<file path="config.mk">
export PLATFORM = sky130hd
export DESIGN_NAME = ptd_timer
export DESIGN_NICKNAME = d
export VERILOG_FILES = /design/src/pkg/ptd_pkg.sv /design/src/verilog/ptd_delay_calc.sv /design/src/verilog/ptd_timer.sv
export SDC_FILE = /design/constraint.sdc
export NUM_CORES = 2
export LEC_CHECK = 0
export BUFFER_PORTS_ARGS = -buffer_cell sky130_fd_sc_hd__buf_2
export CAP_MARGIN = 20
export CORE_MARGIN = 1
export CORE_UTILIZATION = 50
export CTS_CLUSTER_DIAMETER = 40
export CTS_CLUSTER_SIZE = 30
export DETAILED_ROUTE_END_ITERATION = 16
export GPL_TIMING_DRIVEN = 0
export PLACE_DENSITY = 0.7
export REMOVE_ABC_BUFFERS = 1
export SLEW_MARGIN = 20
export SYNTH_ARGS = -nofsm -noshare
export SYNTH_HDL_FRONTEND = slang
export SYNTH_SLANG_ARGS = --single-unit
</file>
<file path="constraint.sdc">
create_clock -name clk -period 21.7 [get_ports clk]
set_clock_uncertainty 0.05 [all_clocks]
set_input_delay 3.255 -clock clk [delete_from_list [all_inputs] [get_ports clk]]
set_output_delay 3.255 -clock clk [all_outputs]
set_load 0.01 [all_outputs]
</file>
<file path="src/pkg/ptd_pkg.sv">
package ptd_pkg;
  // clock and processing step
  localparam int CLK_MHZ = 250;
  localparam int TICK_US = 5000;
  localparam int TICK_CYCLES = TICK_US * CLK_MHZ;
  // release time default, counted in processing steps
  localparam int RELEASE_DEF_MS = 60;
  localparam logic [15:0] RELEASE_RST = 16'(RELEASE_DEF_MS * 1000 / TICK_US);

  // register byte offsets
  localparam logic [7:0] OFS_CTRL = 8'h00;
  localparam logic [7:0] OFS_TIME_DIAL = 8'h04;
  localparam logic [7:0] OFS_PICKUP_LEVEL = 8'h08;
  localparam logic [7:0] OFS_RELEASE_TIME = 8'h0C;
  localparam logic [7:0] OFS_STATUS = 8'h10;
  localparam logic [7:0] OFS_OP_COUNT = 8'h14;
  localparam logic [7:0] OFS_OP_DELAY = 8'h18;
  localparam logic [7:0] OFS_IRQ_STATUS = 8'h1C;
  localparam logic [7:0] OFS_IRQ_MASK = 8'h20;

  // control register fields
  localparam int CTRL_DELAYED_RELEASE = 0;
  localparam int CTRL_CLEAR_AFTER_RELEASE = 1;
  localparam int CTRL_CONTINUE_CALC = 2;
  localparam int CTRL_FORCE_ENABLE = 3;
  localparam int CTRL_CURVE = 4;
  localparam int CTRL_FORCE_KIND_LO = 8;
  localparam int CTRL_FORCE_PHASE_LO = 12;
  localparam logic [31:0] CTRL_RST = 32'h0000_0003;
  localparam logic [31:0] CTRL_WMASK = 32'h0000_731F;

  // setting reset values: dial in hundredths, level in hundredths of nominal
  localparam logic [15:0] TIME_DIAL_RST = 16'h0064;
  localparam logic [15:0] PICKUP_LEVEL_RST = 16'h0078;

  // interrupt bits
  localparam int IRQ_START = 0;
  localparam int IRQ_TRIP = 1;
  localparam int IRQ_EXPIRE = 2;
  localparam int IRQ_W = 3;

  // inverse grading curve, coefficients in thousandths
  localparam logic [15:0] IG_A = 16'd339;
  localparam logic [15:0] IG_B = 16'd236;
  // steps per second (200) times 1000 over dial scale 100
  localparam logic [15:0] IG_SCALE = 16'd2000;
  // logarithmic curve in steps: 5.8 s, and 1.35*ln2*200 per log2 unit
  localparam logic [15:0] LOG_A_STEPS = 16'd1160;
  localparam logic [15:0] LOG_B_STEPS = 16'd187;
  // log2(100) in q8 via the same linear mantissa, so a dial of 1.00 cancels exactly
  localparam logic [15:0] LOG2_100_Q8 = 16'd1680;

  typedef enum logic {PTD_CURVE_IG, PTD_CURVE_LOG} ptd_curve_t;
  typedef enum logic [1:0] {PTD_FORCE_NORMAL, PTD_FORCE_START, PTD_FORCE_TRIP, PTD_FORCE_BLOCKED} ptd_force_t;
  typedef enum logic [1:0] {PTD_ST_IDLE, PTD_ST_ACTIVE, PTD_ST_RELEASE} ptd_state_t;
endpackage

</file>
<file path="src/verilog/ptd_delay_calc.sv">
`timescale 1ns/100ps
module ptd_delay_calc #(
  parameter int DW = 24
) (
  input wire logic clk,
  input wire logic rst,
  input wire logic curve_log,
  input wire logic [15:0] time_dial,
  input wire logic [15:0] pickup_level,
  input wire logic [15:0] meas_cur,
  output logic [DW-1:0] delay,
  output logic delay_valid
);
  localparam int NW = 48;

  // log2 in q8: leading one position plus linear mantissa
  function automatic logic [15:0] log2_q8(input logic [15:0] x);
    logic [3:0] p;
    logic [15:0] sh;
    p = 4'd0;
    for (int i = 0; i < 16; i++) begin
      if (x[i]) begin
        p = 4'(i);
      end
    end
    sh = x << (4'd15 - p);
    log2_q8 = {4'd0, p, sh[14:7]};
  endfunction

  // logarithmic curve evaluated as a sum of logs, no divider needed
  logic signed [19:0] log_arg;
  logic signed [31:0] log_steps;
  assign log_arg = 20'(log2_q8(meas_cur)) + 20'(ptd_pkg::LOG2_100_Q8)
                 - 20'(log2_q8(time_dial)) - 20'(log2_q8(pickup_level));
  // signed all through, so a current below dial times level lengthens the delay
  assign log_steps = $signed(32'(ptd_pkg::LOG_A_STEPS))
                   - (($signed(32'(ptd_pkg::LOG_B_STEPS)) * 32'(log_arg)) >>> 8);

  // inverse grading: steps = 2000*k*Im / (339*Im - 236*Iset)
  logic signed [33:0] ig_den;
  logic [NW-1:0] ig_num;
  assign ig_den = 34'(ptd_pkg::IG_A * 32'(meas_cur)) - 34'(ptd_pkg::IG_B * 32'(pickup_level));
  assign ig_num = NW'(ptd_pkg::IG_SCALE) * NW'(time_dial) * NW'(meas_cur);

  // restoring divider, restarted on any input change so the delay tracks the current
  logic [NW-1:0] quo;
  logic [NW-1:0] rem;
  logic [32:0] den;
  logic [5:0] bit_left;
  logic busy;
  logic [48:0] last_in;

  always_ff @(posedge clk) begin
    if (rst) begin
      busy <= 1'b0;
      quo <= '0;
      rem <= '0;
      den <= '0;
      bit_left <= '0;
      last_in <= '0;
    end else if (!busy || last_in != {curve_log, time_dial, pickup_level, meas_cur}) begin
      last_in <= {curve_log, time_dial, pickup_level, meas_cur};
      busy <= (ig_den > 0);
      quo <= ig_num;
      rem <= '0;
      den <= ig_den[32:0];
      bit_left <= 6'(NW);
    end else if (bit_left != 0) begin
      // shift one numerator bit in, subtract when it fits
      if ({rem[NW-2:0], quo[NW-1]} >= NW'(den)) begin
        rem <= {rem[NW-2:0], quo[NW-1]} - NW'(den);
        quo <= {quo[NW-2:0], 1'b1};
      end else begin
        rem <= {rem[NW-2:0], quo[NW-1]};
        quo <= {quo[NW-2:0], 1'b0};
      end
      bit_left <= bit_left - 6'd1;
    end else begin
      busy <= 1'b0;
    end
  end

  // result register; keeps the last good delay while a new division runs
  always_ff @(posedge clk) begin
    if (rst) begin
      delay <= '0;
      delay_valid <= 1'b0;
    end else if (curve_log) begin
      delay <= (log_steps < 0) ? '0 : (log_steps > 32'((1 << DW) - 1)) ? '1 : DW'(log_steps);
      delay_valid <= 1'b1;
    end else if (ig_den <= 0) begin
      // pick-up below curve asymptote: full-scale delay, trips only once the counter saturates
      delay <= '1;
      delay_valid <= 1'b1;
    end else if (busy && bit_left == 0) begin
      delay <= (quo > NW'((1 << DW) - 1)) ? '1 : DW'(quo);
      delay_valid <= 1'b1;
    end
  end
endmodule

</file>
<file path="src/verilog/ptd_timer.sv">
// Local design decisions: the AXI4-Lite interface to the registers and the register addresses.
`timescale 1ns/100ps
module ptd_timer #(
  parameter int TICK_CYCLES = ptd_pkg::TICK_CYCLES,
  parameter int DW = 24
) (
  input wire logic clk,
  input wire logic rst,
  // axi4-lite slave
  input wire logic [7:0] s_axi_awaddr,
  input wire logic s_axi_awvalid,
  output logic s_axi_awready,
  input wire logic [31:0] s_axi_wdata,
  input wire logic [3:0] s_axi_wstrb,
  input wire logic s_axi_wvalid,
  output logic s_axi_wready,
  output logic [1:0] s_axi_bresp,
  output logic s_axi_bvalid,
  input wire logic s_axi_bready,
  input wire logic [7:0] s_axi_araddr,
  input wire logic s_axi_arvalid,
  output logic s_axi_arready,
  output logic [31:0] s_axi_rdata,
  output logic [1:0] s_axi_rresp,
  output logic s_axi_rvalid,
  input wire logic s_axi_rready,
  // measurement side
  input wire logic [2:0] pickup_phase,
  input wire logic [15:0] measured_max_current,
  // stage outputs
  output logic stage_start,
  output logic stage_trip,
  output logic stage_blocked,
  output logic [2:0] start_phases,
  output logic [2:0] trip_phases,
  output logic irq
);
  logic [31:0] ctrl;
  logic [15:0] time_dial;
  logic [15:0] pickup_level;
  logic [15:0] release_time;
  localparam int IRQ_BITS = ptd_pkg::IRQ_W;
  logic [IRQ_BITS-1:0] irq_status;
  logic [IRQ_BITS-1:0] irq_mask;

  wire delayed_release = ctrl[ptd_pkg::CTRL_DELAYED_RELEASE];
  wire clear_after_release = ctrl[ptd_pkg::CTRL_CLEAR_AFTER_RELEASE];
  wire continue_calc = ctrl[ptd_pkg::CTRL_CONTINUE_CALC];
  wire force_enable = ctrl[ptd_pkg::CTRL_FORCE_ENABLE];
  wire [1:0] force_kind = ctrl[ptd_pkg::CTRL_FORCE_KIND_LO +: 2];
  wire [2:0] force_phases = ctrl[ptd_pkg::CTRL_FORCE_PHASE_LO +: 3];

  // processing step enable
  logic [31:0] tick_cnt;
  logic tick;
  always_ff @(posedge clk) begin
    if (rst) begin
      tick_cnt <= '0;
      tick <= 1'b0;
    end else begin
      tick <= (tick_cnt == 32'(TICK_CYCLES - 1));
      tick_cnt <= (tick_cnt == 32'(TICK_CYCLES - 1)) ? '0 : tick_cnt + 32'd1;
    end
  end

  logic [DW-1:0] op_delay;
  logic delay_valid;
  ptd_delay_calc #(.DW(DW)) u_calc (
    .clk(clk),
    .rst(rst),
    .curve_log(ctrl[ptd_pkg::CTRL_CURVE]),
    .time_dial(time_dial),
    .pickup_level(pickup_level),
    .meas_cur(measured_max_current),
    .delay(op_delay),
    .delay_valid(delay_valid)
  );

  // pick-up / release sequencer
  ptd_pkg::ptd_state_t state;
  logic [15:0] rel_left;
  logic [DW-1:0] op_count;
  logic [2:0] phase_hold;
  logic expire;
  wire pick = |pickup_phase;
  wire at_delay = delay_valid && (op_count >= op_delay);

  always_ff @(posedge clk) begin
    if (rst) begin
      state <= ptd_pkg::PTD_ST_IDLE;
      rel_left <= '0;
      expire <= 1'b0;
    end else begin
      expire <= 1'b0;
      unique case (state)
        ptd_pkg::PTD_ST_IDLE: begin
          if (pick) begin
            state <= ptd_pkg::PTD_ST_ACTIVE;
          end
        end
        ptd_pkg::PTD_ST_ACTIVE: begin
          if (!pick) begin
            state <= ptd_pkg::PTD_ST_RELEASE;
            rel_left <= release_time;
          end
        end
        ptd_pkg::PTD_ST_RELEASE: begin
          if (pick) begin
            state <= ptd_pkg::PTD_ST_ACTIVE;
          end else if (rel_left == 0) begin
            state <= ptd_pkg::PTD_ST_IDLE;
            expire <= 1'b1;
          end else if (tick) begin
            rel_left <= rel_left - 16'd1;
          end
        end
      endcase
    end
  end

  // operating time counter, saturating
  always_ff @(posedge clk) begin
    if (rst) begin
      op_count <= '0;
    end else if (state == ptd_pkg::PTD_ST_IDLE) begin
      op_count <= '0;
    end else if (state == ptd_pkg::PTD_ST_ACTIVE) begin
      if (!pick && !clear_after_release) begin
        op_count <= '0;
      end else if (tick && !at_delay && op_count != '1) begin
        op_count <= op_count + DW'(1);
      end
    end else if (continue_calc && tick && op_count != '1) begin
      op_count <= op_count + DW'(1);
    end
  end

  // stage outputs: real behaviour ored with forced status
  wire real_start = (state == ptd_pkg::PTD_ST_ACTIVE) || (state == ptd_pkg::PTD_ST_RELEASE && delayed_release);
  wire real_trip = (state == ptd_pkg::PTD_ST_ACTIVE) && pick && at_delay;
  wire f_start = force_enable && (force_kind == ptd_pkg::PTD_FORCE_START);
  wire f_trip = force_enable && (force_kind == ptd_pkg::PTD_FORCE_TRIP);
  always_ff @(posedge clk) begin
    if (rst) begin
      stage_start <= 1'b0;
      stage_trip <= 1'b0;
      stage_blocked <= 1'b0;
      start_phases <= '0;
      trip_phases <= '0;
      phase_hold <= '0;
    end else begin
      if (pick) begin
        phase_hold <= pickup_phase;
      end
      stage_start <= real_start || f_start || f_trip;
      stage_trip <= real_trip || f_trip;
      stage_blocked <= force_enable && (force_kind == ptd_pkg::PTD_FORCE_BLOCKED);
      start_phases <= (real_start ? phase_hold : 3'b000) | ((f_start || f_trip) ? force_phases : 3'b000);
      trip_phases <= (real_trip ? phase_hold : 3'b000) | (f_trip ? force_phases : 3'b000);
    end
  end

  // event edges for interrupts
  logic start_d;
  logic trip_d;
  always_ff @(posedge clk) begin
    if (rst) begin
      start_d <= 1'b0;
      trip_d <= 1'b0;
    end else begin
      start_d <= stage_start;
      trip_d <= stage_trip;
    end
  end
  wire [IRQ_BITS-1:0] irq_set = {expire, stage_trip & ~trip_d, stage_start & ~start_d};

  // axi write: address and data taken independently, answered when both held
  logic aw_held;
  logic w_held;
  logic [7:0] aw_addr;
  logic [31:0] w_data;
  logic [3:0] w_strb;
  assign s_axi_awready = !aw_held && !s_axi_bvalid;
  assign s_axi_wready = !w_held && !s_axi_bvalid;
  wire do_write = aw_held && w_held && !s_axi_bvalid;

  function automatic logic [31:0] merge(input logic [31:0] old, input logic [31:0] nw, input logic [3:0] st);
    for (int i = 0; i < 4; i++) begin
      if (st[i]) begin
        old[8*i +: 8] = nw[8*i +: 8];
      end
    end
    merge = old;
  endfunction

  wire [31:0] ctrl_new = merge(ctrl, w_data, w_strb) & ptd_pkg::CTRL_WMASK;
  wire [31:0] dial_new = merge({16'h0000, time_dial}, w_data, w_strb);
  wire [31:0] lvl_new = merge({16'h0000, pickup_level}, w_data, w_strb);
  wire [31:0] rel_new = merge({16'h0000, release_time}, w_data, w_strb);
  wire [31:0] mask_new = merge(32'(irq_mask), w_data, w_strb);
  wire [31:0] clr_bits = merge(32'h0000_0000, w_data, w_strb);
  wire addr_ok_w = (aw_addr <= ptd_pkg::OFS_IRQ_MASK) && (aw_addr[1:0] == 2'b00);

  always_ff @(posedge clk) begin
    if (rst) begin
      aw_held <= 1'b0;
      w_held <= 1'b0;
      aw_addr <= '0;
      w_data <= '0;
      w_strb <= '0;
      s_axi_bvalid <= 1'b0;
      s_axi_bresp <= 2'b00;
    end else begin
      if (s_axi_awvalid && s_axi_awready) begin
        aw_held <= 1'b1;
        aw_addr <= s_axi_awaddr;
      end
      if (s_axi_wvalid && s_axi_wready) begin
        w_held <= 1'b1;
        w_data <= s_axi_wdata;
        w_strb <= s_axi_wstrb;
      end
      if (do_write) begin
        aw_held <= 1'b0;
        w_held <= 1'b0;
        s_axi_bvalid <= 1'b1;
        s_axi_bresp <= addr_ok_w ? 2'b00 : 2'b10;
      end else if (s_axi_bready) begin
        s_axi_bvalid <= 1'b0;
      end
    end
  end

  // settings registers; read-only offsets accept and ignore writes
  always_ff @(posedge clk) begin
    if (rst) begin
      ctrl <= ptd_pkg::CTRL_RST;
      time_dial <= ptd_pkg::TIME_DIAL_RST;
      pickup_level <= ptd_pkg::PICKUP_LEVEL_RST;
      release_time <= ptd_pkg::RELEASE_RST;
      irq_mask <= '0;
    end else if (do_write) begin
      unique case (aw_addr)
        ptd_pkg::OFS_CTRL: ctrl <= ctrl_new;
        ptd_pkg::OFS_TIME_DIAL: time_dial <= dial_new[15:0];
        ptd_pkg::OFS_PICKUP_LEVEL: pickup_level <= lvl_new[15:0];
        ptd_pkg::OFS_RELEASE_TIME: release_time <= rel_new[15:0];
        ptd_pkg::OFS_IRQ_MASK: irq_mask <= mask_new[IRQ_BITS-1:0];
        default: ;
      endcase
    end
  end

  // sticky events, write one to clear; a new event beats the clear
  wire w1c = do_write && (aw_addr == ptd_pkg::OFS_IRQ_STATUS);
  always_ff @(posedge clk) begin
    if (rst) begin
      irq_status <= '0;
      irq <= 1'b0;
    end else begin
      irq_status <= (irq_status & ~(w1c ? clr_bits[IRQ_BITS-1:0] : '0)) | irq_set;
      irq <= |(irq_status & irq_mask);
    end
  end

  // axi read, one cycle after address is taken
  logic [31:0] rd_mux;
  logic rd_ok;
  always_comb begin
    rd_ok = 1'b1;
    unique case (s_axi_araddr)
      ptd_pkg::OFS_CTRL: rd_mux = ctrl;
      ptd_pkg::OFS_TIME_DIAL: rd_mux = {16'h0000, time_dial};
      ptd_pkg::OFS_PICKUP_LEVEL: rd_mux = {16'h0000, pickup_level};
      ptd_pkg::OFS_RELEASE_TIME: rd_mux = {16'h0000, release_time};
      ptd_pkg::OFS_STATUS: rd_mux = {24'h00_0000, delay_valid, 1'b0, 2'(state), 1'b0, stage_blocked, stage_trip,
                                     stage_start};
      ptd_pkg::OFS_OP_COUNT: rd_mux = 32'(op_count);
      ptd_pkg::OFS_OP_DELAY: rd_mux = 32'(op_delay);
      ptd_pkg::OFS_IRQ_STATUS: rd_mux = 32'(irq_status);
      ptd_pkg::OFS_IRQ_MASK: rd_mux = 32'(irq_mask);
      default: begin
        rd_mux = 32'h0000_0000;
        rd_ok = 1'b0;
      end
    endcase
  end

  assign s_axi_arready = !s_axi_rvalid;
  always_ff @(posedge clk) begin
    if (rst) begin
      s_axi_rvalid <= 1'b0;
      s_axi_rdata <= '0;
      s_axi_rresp <= 2'b00;
    end else if (s_axi_arvalid && s_axi_arready) begin
      s_axi_rvalid <= 1'b1;
      s_axi_rdata <= rd_mux;
      s_axi_rresp <= rd_ok ? 2'b00 : 2'b10;
    end else if (s_axi_rready) begin
      s_axi_rvalid <= 1'b0;
    end
  end
endmodule

</file>
Word level (Yosys, flattened, before mapping) --
Index checks and enable logic that the tools add are counted.
Storage, ports and cells: bits in latches 0, output and inout port bits 51, memory bits (writable) 0, memories kept 0, input bits 78, flip-flop bits (word level) 430, bits in read-only memories 0
Cells by class: shift-type cells 3, reductions and logical operators 69, eq/ne operators 29, bitwise gates (word level) 11, multipliers 5, add/subtract/negate cells 13, div/mod/pow operators 0, magnitude comparators 8, multiplexer cells 91
Operators by type and width (count):
- 24-bit 2-to-1 mux | 10
- 24-bit case mux with 9 select lines | 1
- 4-bit 2-to-1 mux | 30
- 43-bit 2-to-1 mux | 2
- 16-bit 2-to-1 mux | 4
- 49-bit inequality test | 1
- 48-bit by 33-bit >= comparator with 1-bit output | 1
- 48-bit by 24-bit greater-than comparator with 1-bit output, second input constant | 1
- 16-bit by 4-bit left shift with 15-bit output | 3
- 47-bit 2-to-1 mux | 1
- 47-bit by 33-bit subtractor with 47-bit output | 1
- 3-bit 2-to-1 mux | 14
- 8-bit by 5-bit == test with 1-bit output, second input constant | 5
- 20-bit by 12-bit subtractor with 20-bit output | 2
- 23-bit by 16-bit multiplier with 39-bit output | 1
- 34-bit by 1-bit greater-than comparator with 1-bit output, second input constant | 1
- 34-bit by 1-bit less-or-equal comparator with 1-bit output, second input constant | 1
- 32-bit by 1-bit adder with 32-bit output, second input constant | 1
- 32-bit by 21-bit == test with 1-bit output, second input constant | 1
- 8-bit by 4-bit == test with 1-bit output, second input constant | 4
- 32-bit by 25-bit greater-than comparator with 1-bit output, second input constant | 1
- 32-bit by 1-bit < comparator with 1-bit output, second input constant | 1
- 16-bit case mux with 2 select lines | 1
- 3-bit AND reduction | 10
- 47 further kinds | 131

Logic depth before layout (Yosys ltp) --
word-level depth 26, depth in mapped cells 50, depth with buffers taken out 47

By module --
A second synthesis with hierarchy kept.
Unflattened totals: cells, all modules 5533, area total of the unflattened synthesis 46768.6 µm²
Modules (own cells, without submodules):
- ptd_delay_calc | cells an instance 4320, times used 1, sequential area each 4023.9 µm², area each 36847.8 µm²
- ptd_timer | cells an instance 1213, times used 1, sequential area each 4224.1 µm², area each 9920.8 µm²

Worst setup path before layout --
Ideal clock, no wire load.
path type input -> register, from input port measured_max_current[8], to register u_calc.delay[10], required time 21.547 ns, stages 43, setup slack 8.433 ns, library setup time 0.103 ns, arrival 13.113 ns, buffers on the path 2, cells stage by stage buf_4 -> clkinv_2 -> o21ai_0 -> o2bb2ai_2 -> o31ai_4 -> clkbuf_1 -> mux2i_1 -> mux2i_1 -> a221o_1 -> o21ai_0 -> inv_1 -> ha_1 -> inv_1 -> o21ai_0 -> xnor2_1 -> fa_1 -> ha_1 -> a21o_1 -> [... 7 more ...] -> ha_1 -> fa_1 -> inv_1 -> fa_1 -> inv_1 -> ha_1 -> a21o_1 -> a21oi_1 -> o221ai_1 -> nand2_1 -> a311oi_4 -> o2111a_2 -> a2111oi_4 -> and4bb_1 -> a21oi_1 -> mux2_4 -> o21a_1 -> a2111oi_2
On the way: word-level cells in the longest chain between the ends 19, elaborated cells on any way between the ends 25, those cells by class add/sub (6); mul (2); order compare (3); shift (1); mux (12); reduce/logical (1)
RTL lines:
- start, declared | RTL line ptd_timer.sv:29 | input wire logic [15:0] measured_max_current,
- 4-bit 2-to-1 mux (8 in series) | RTL line ptd_delay_calc.sv:22 | if (x[i]) begin
- 4-bit subtractor | RTL line ptd_delay_calc.sv:26 | sh = x << (4'd15 - p);
- 16-bit by 4-bit left shift with 15-bit output | RTL line ptd_delay_calc.sv:26
- 12-bit by 11-bit adder with 13-bit output | RTL line ptd_delay_calc.sv:33 | assign log_arg = 20'(log2_q8(meas_cur)) + 20'(ptd_pkg::LOG2_100_Q8)
- 20-bit by 12-bit subtractor with 20-bit output (2 in series) | RTL line ptd_delay_calc.sv:34 | - 20'(log2_q8(time_dial)) - 20'(log2_q8(pickup_level));
- 9-bit by 20-bit multiplier with 29-bit output | RTL line ptd_delay_calc.sv:37 | - (($signed(32'(ptd_pkg::LOG_B_STEPS)) * 32'(log_arg)) >>> 8);
- 12-bit by 21-bit subtractor with 22-bit output | RTL line ptd_delay_calc.sv:37
- 32-bit by 25-bit greater-than comparator with 1-bit output | RTL line ptd_delay_calc.sv:89 | delay <= (log_steps < 0) ? '0 : (log_steps > 32'((1 << DW) - 1)) ? '1 : DW'(log_steps);
- 24-bit 2-to-1 mux (2 in series) | RTL line ptd_delay_calc.sv:89
- 24-bit 2-to-1 mux | RTL line ptd_delay_calc.sv:88 | end else if (curve_log) begin
- end signal, assigned | RTL line ptd_delay_calc.sv:89
- end signal, assigned | RTL line ptd_delay_calc.sv:96 | delay <= (quo > NW'((1 << DW) - 1)) ? '1 : DW'(quo);
- end, declared | RTL line ptd_delay_calc.sv:11 | output logic [DW-1:0] delay,
Several ways; a longest one is shown, not always the timed one. A chain may end at the register's enable or synchronous reset.

Worst setup path after layout --
from input port measured_max_current[5], to register u_calc.delay[13]
On the way: word-level cells in the longest chain between the ends 22, elaborated cells on any way between the ends 28, those cells by class add/sub (6); mul (2); order compare (3); shift (1); mux (15); reduce/logical (1)
RTL lines (RTL line):
- 4-bit 2-to-1 mux (11 in series) | ptd_delay_calc.sv:22
- 4-bit subtractor | ptd_delay_calc.sv:26
- 16-bit by 4-bit left shift with 15-bit output | ptd_delay_calc.sv:26
- 12-bit by 11-bit adder with 13-bit output | ptd_delay_calc.sv:33
- 20-bit by 12-bit subtractor with 20-bit output (2 in series) | ptd_delay_calc.sv:34
- 9-bit by 20-bit multiplier with 29-bit output | ptd_delay_calc.sv:37
- 12-bit by 21-bit subtractor with 22-bit output | ptd_delay_calc.sv:37
- 32-bit by 25-bit greater-than comparator with 1-bit output | ptd_delay_calc.sv:89
- 24-bit 2-to-1 mux (2 in series) | ptd_delay_calc.sv:89
- 24-bit 2-to-1 mux | ptd_delay_calc.sv:88
Several ways; a longest one is shown, not always the timed one.

==> out/metrics.yaml <==
status: "completed"
instances_no_fill: 6797
io_buffers: 100
cts_hold_repair.buffers: 0
syn_to_final_growth_pct: 9.42
antenna_found_initial: 4
max_freq_ghz: 0.0649
initial_utilization: 0.504
synth_seq_area_share: 0.175
critical-path-top-delay-family: "compound AO/OA/AOI/OAI gates"
yosysWarningCount: 0
post_cts.resized_instances: 0
die_h_um: 309
timing.hold.worst.class: "register to register"
tritoncts.num_buffers: 72
global_route_wire_length_before_repair_um: 210000
worst_setup_path_end_kind: "register"
grt_setup_unrepaired: "no"
synth.top_cells.by_area: "sky130_fd_sc_hd__fa_1 22%, sky130_fd_sc_hd__dfxtp_1 18%, sky130_fd_sc_hd__ha_1 12%, sky130_fd_sc_hd__inv_1 5.9%, sky130_fd_sc_hd__nand2_1 4.9%"
synthesized_area_per_cell_um2: 8.51
htree_num_levels: 3
grt-ovfl-total: 0
cts_tree: "yes"
final-max-slew-violation-count: 0
critical_path.startpoint_type: "input port"
area_enclosed_by_the_die_boundary_um2: 95300
detail_route.drc_violations: 0
sequential_cell_area_um2: 8250
wl_per_cell_um: 19.0
critPathArrivalTime_ns: 15.76
place_hpwl_um: 97100
netlist-cell-type-count: 112
clock_latency_ns: 0.62
path_clk_slew_ns: 0.05
leak_nw: 24.0
crit_required_ns: 22.06
slew-limit-headroom: 0.222
cap_violations: 0
power-per-cell-area_nw_per_um2: 175
drt_iter0_drc: 2832
tritoncts_num_sinks: 412
vdd_ir_drop_max_mv: 0.559
critical-path-max-stage-delay_ns: 0.75
path_max_fanout: 35
critical-path-top-cell-by-count: "sky130_fd_sc_hd__inv_1"
vias_per_cell: 5.76
ys_async_sr_fraction: 0
ctsLongestPathBuffers: 3
place.gp.congestion: 0.916
synthesis.area_um2: 47000
finalInstanceArea_um2: 51400
synthesis.instances: 5524
synth_top_area_share: 0.222
final.min_clock_period_ns: 15.40
worst_slew_pin_slew_ns: 1.16
floorplan.die.width_um: 309
postSynthRegisterBits: 412
vias_in_the_first_global_route: 39236
final.setup.tns_ns: 0
cp.buffers_inverters: 9
synth-edff-count: 0
fillcell_total: 8450
final_net_count: 6543
ioPinCount: 129
critical_path_type: "input port to register"
dr.pass1.iters: 14
share_of_cells_above_drive_strength_1: 0.0680
multi_input_comb_area_um2: 35200
placed_cells_incl_taps: 6662
placed_area_um2: 48800
core_um2: 93200
drt_wl_total_um: 129000
clock_tree.root_cell: "sky130_fd_sc_hd__clkbuf_16"
finalSetupViolCount: 0
num_vias: 39138
ant_nets: 0
synth_top_area_cell: "sky130_fd_sc_hd__fa_1"
finalCritPeriodShare: 0.710
maximum_number_of_pins_on_one_net_before_global_route_repair: 129
finalHoldViolCount: 0
grt_util_all_layers: 0.275
postSynth.topFlopCell: "sky130_fd_sc_hd__dfxtp_1"
row_count: 112
postCtsSetupBuffers: 0
cpMaxStageDelayCell: "sky130_fd_sc_hd__buf_2"
## stage by stage
| step | hold WS, ns | power [mW] | setup slack [ns] | utilization |
|---|---|---|---|---|
| 3_5_place_dp | 0.397 | 7.61 | 5.96 | 0.524 |
| 4_1_cts | 0.404 | 8.88 | 6.52 | 0.552 |
| 6_report | 0.403 | 8.98 | 6.30 | 0.552 |
| 5_1_grt | 0.423 | 9.79 | 5.45 | 0.552 |
| 3_3_place_gp | 0.371 | 7.44 | 5.88 | 0.516 |
| 2_1_floorplan | 0.363 | 6.05 | 8.45 | - |
## sequential cells by signal, summed over array words and instances, names as in the netlist, 6 cells and up
register and flops:
aw_addr 8, u_calc.delay 24, u_calc.last_in 49, u_calc.den 25
time_dial 16, u_calc.quo 48, u_calc.bit_left 6, op_count 24
s_axi_rdata 24, rel_left 16, ctrl 10, release_time 16
pickup_level 16, tick_cnt 32, w_data 16, u_calc.rem 47
## layout by cell type (no fill, tap or decap), types with 15 or more instances in the layout
master	synthesis	final
sky130_fd_sc_hd__a211oi_1	106	106
sky130_fd_sc_hd__mux2i_1	114	114
sky130_fd_sc_hd__o31ai_1	30	30
sky130_fd_sc_hd__and3_1	41	41
sky130_fd_sc_hd__a31oi_1	22	22
sky130_fd_sc_hd__or3_1	45	45
sky130_fd_sc_hd__and2_1	145	145
sky130_fd_sc_hd__buf_6	2	15
sky130_fd_sc_hd__clkbuf_16	0	72
sky130_fd_sc_hd__o21a_1	29	29
sky130_fd_sc_hd__nand3_1	75	74
sky130_fd_sc_hd__nand3b_1	19	19
sky130_fd_sc_hd__fa_1	522	522
sky130_fd_sc_hd__nor2b_1	64	63
sky130_fd_sc_hd__nor4_1	31	30
sky130_fd_sc_hd__inv_1	734	734
sky130_fd_sc_hd__nand2_1	614	613
sky130_fd_sc_hd__nand4_1	44	44
sky130_fd_sc_hd__a22oi_1	54	54
sky130_fd_sc_hd__nand2b_1	50	50
sky130_fd_sc_hd__o211ai_1	48	48
sky130_fd_sc_hd__o22ai_1	35	35
sky130_fd_sc_hd__nor2_1	407	399
sky130_fd_sc_hd__nor3_1	78	72
sky130_fd_sc_hd__a21oi_1	279	277
sky130_fd_sc_hd__ha_1	460	460
sky130_fd_sc_hd__xnor2_1	143	133
sky130_fd_sc_hd__o21bai_1	17	17
sky130_fd_sc_hd__xor2_1	109	106
sky130_fd_sc_hd__a21o_1	75	75
sky130_fd_sc_hd__dfxtp_1	412	410
sky130_fd_sc_hd__o21ai_0	177	176
sky130_fd_sc_hd__buf_2	7	97
## logic make-up (layout without fill, tap and decap cells)
kind of cell    count (synthesis)  in the layout  share of synthesized area
flops                         412            412                      0.175
simple gates                 1681           1681                      0.169
compound gates               1065           1065                      0.154
xor+xnor                      253            253                     0.0473
buf+inv                      1004           1011                     0.0818
mux                           125            125                     0.0279
fa+ha+maj                     983            983                      0.345
other cells                     1             13                  0.0000798
## worst paths after layout
kind | to | slack, ns | startpoint | depth (start not counted)
max | u_calc.delay[13] | 6.30 | measured_max_current[5] | 42
min | u_calc.den[7] | 0.40 | u_calc.den[7] | 2
max reg2reg | u_calc.delay[13] | 8.32 | time_dial[2] | 46
min reg2reg | u_calc.den[7] | 0.40 | u_calc.den[7] | 2
## cell type report
type / count / share of cell area
multi-input cells: 4118 / 0.683
flip-flops and latches: 412 / 0.160
inverters: 740 / 0.0540
clock buffers: 79 / 0.0363
well taps: 1254 / 0.0305
repair buffers: 139 / 0.0211
clock inverters: 53 / 0.0141
diodes: 2 / 0.0000973
## per-layer routing
metal	track usage	share of wire
met4	0.0989	0.034
met5	0	0.00010
met3	0.0373	0.065
met2	0.463	0.48
met1	0.361	0.42
## power breakdown
group          total (mW)  internal (mW)  switching, mW
clock network        1.20          0.744          0.460
registers           0.889          0.824         0.0655
logic                6.89           2.63           4.26
total                8.98           4.20           4.78
## worst register-to-register path, delay by kind of cell (launching register included)
| kind | cells | cell delay, ns |
|---|---|---|
| AOI/OAI and AO/OA | 23 | 5.29 |
| and+or+nand+nor | 5 | 1.60 |
| adders and majority gates | 7 | 3.23 |
| DFF | 1 | 0.85 |
| buffers and inverters | 6 | 0.54 |
| muxes | 3 | 0.67 |
| xor gates and xnor gates | 2 | 0.92 |
## cell usage after synthesis, types with 48 or more instances
| cell type | n |
|---|---|
| sky130_fd_sc_hd__nor2b_1 | 64 |
| sky130_fd_sc_hd__ha_1 | 460 |
| sky130_fd_sc_hd__clkbuf_1 | 228 |
| sky130_fd_sc_hd__mux2i_1 | 114 |
| sky130_fd_sc_hd__dfxtp_1 | 412 |
| sky130_fd_sc_hd__nor3_1 | 78 |
| sky130_fd_sc_hd__and2_1 | 145 |
| sky130_fd_sc_hd__a21o_1 | 75 |
| sky130_fd_sc_hd__xor2_1 | 109 |
| sky130_fd_sc_hd__nor2_1 | 407 |
| sky130_fd_sc_hd__a21oi_1 | 279 |
| sky130_fd_sc_hd__a211oi_1 | 106 |
| sky130_fd_sc_hd__nand2b_1 | 50 |
| sky130_fd_sc_hd__fa_1 | 522 |
| sky130_fd_sc_hd__o211ai_1 | 48 |
| sky130_fd_sc_hd__o21ai_0 | 177 |
| sky130_fd_sc_hd__xnor2_1 | 143 |
| sky130_fd_sc_hd__nand3_1 | 75 |
| sky130_fd_sc_hd__inv_1 | 734 |
| sky130_fd_sc_hd__nand2_1 | 614 |
| sky130_fd_sc_hd__a22oi_1 | 54 |
Power figures use the tool's default switching activity.
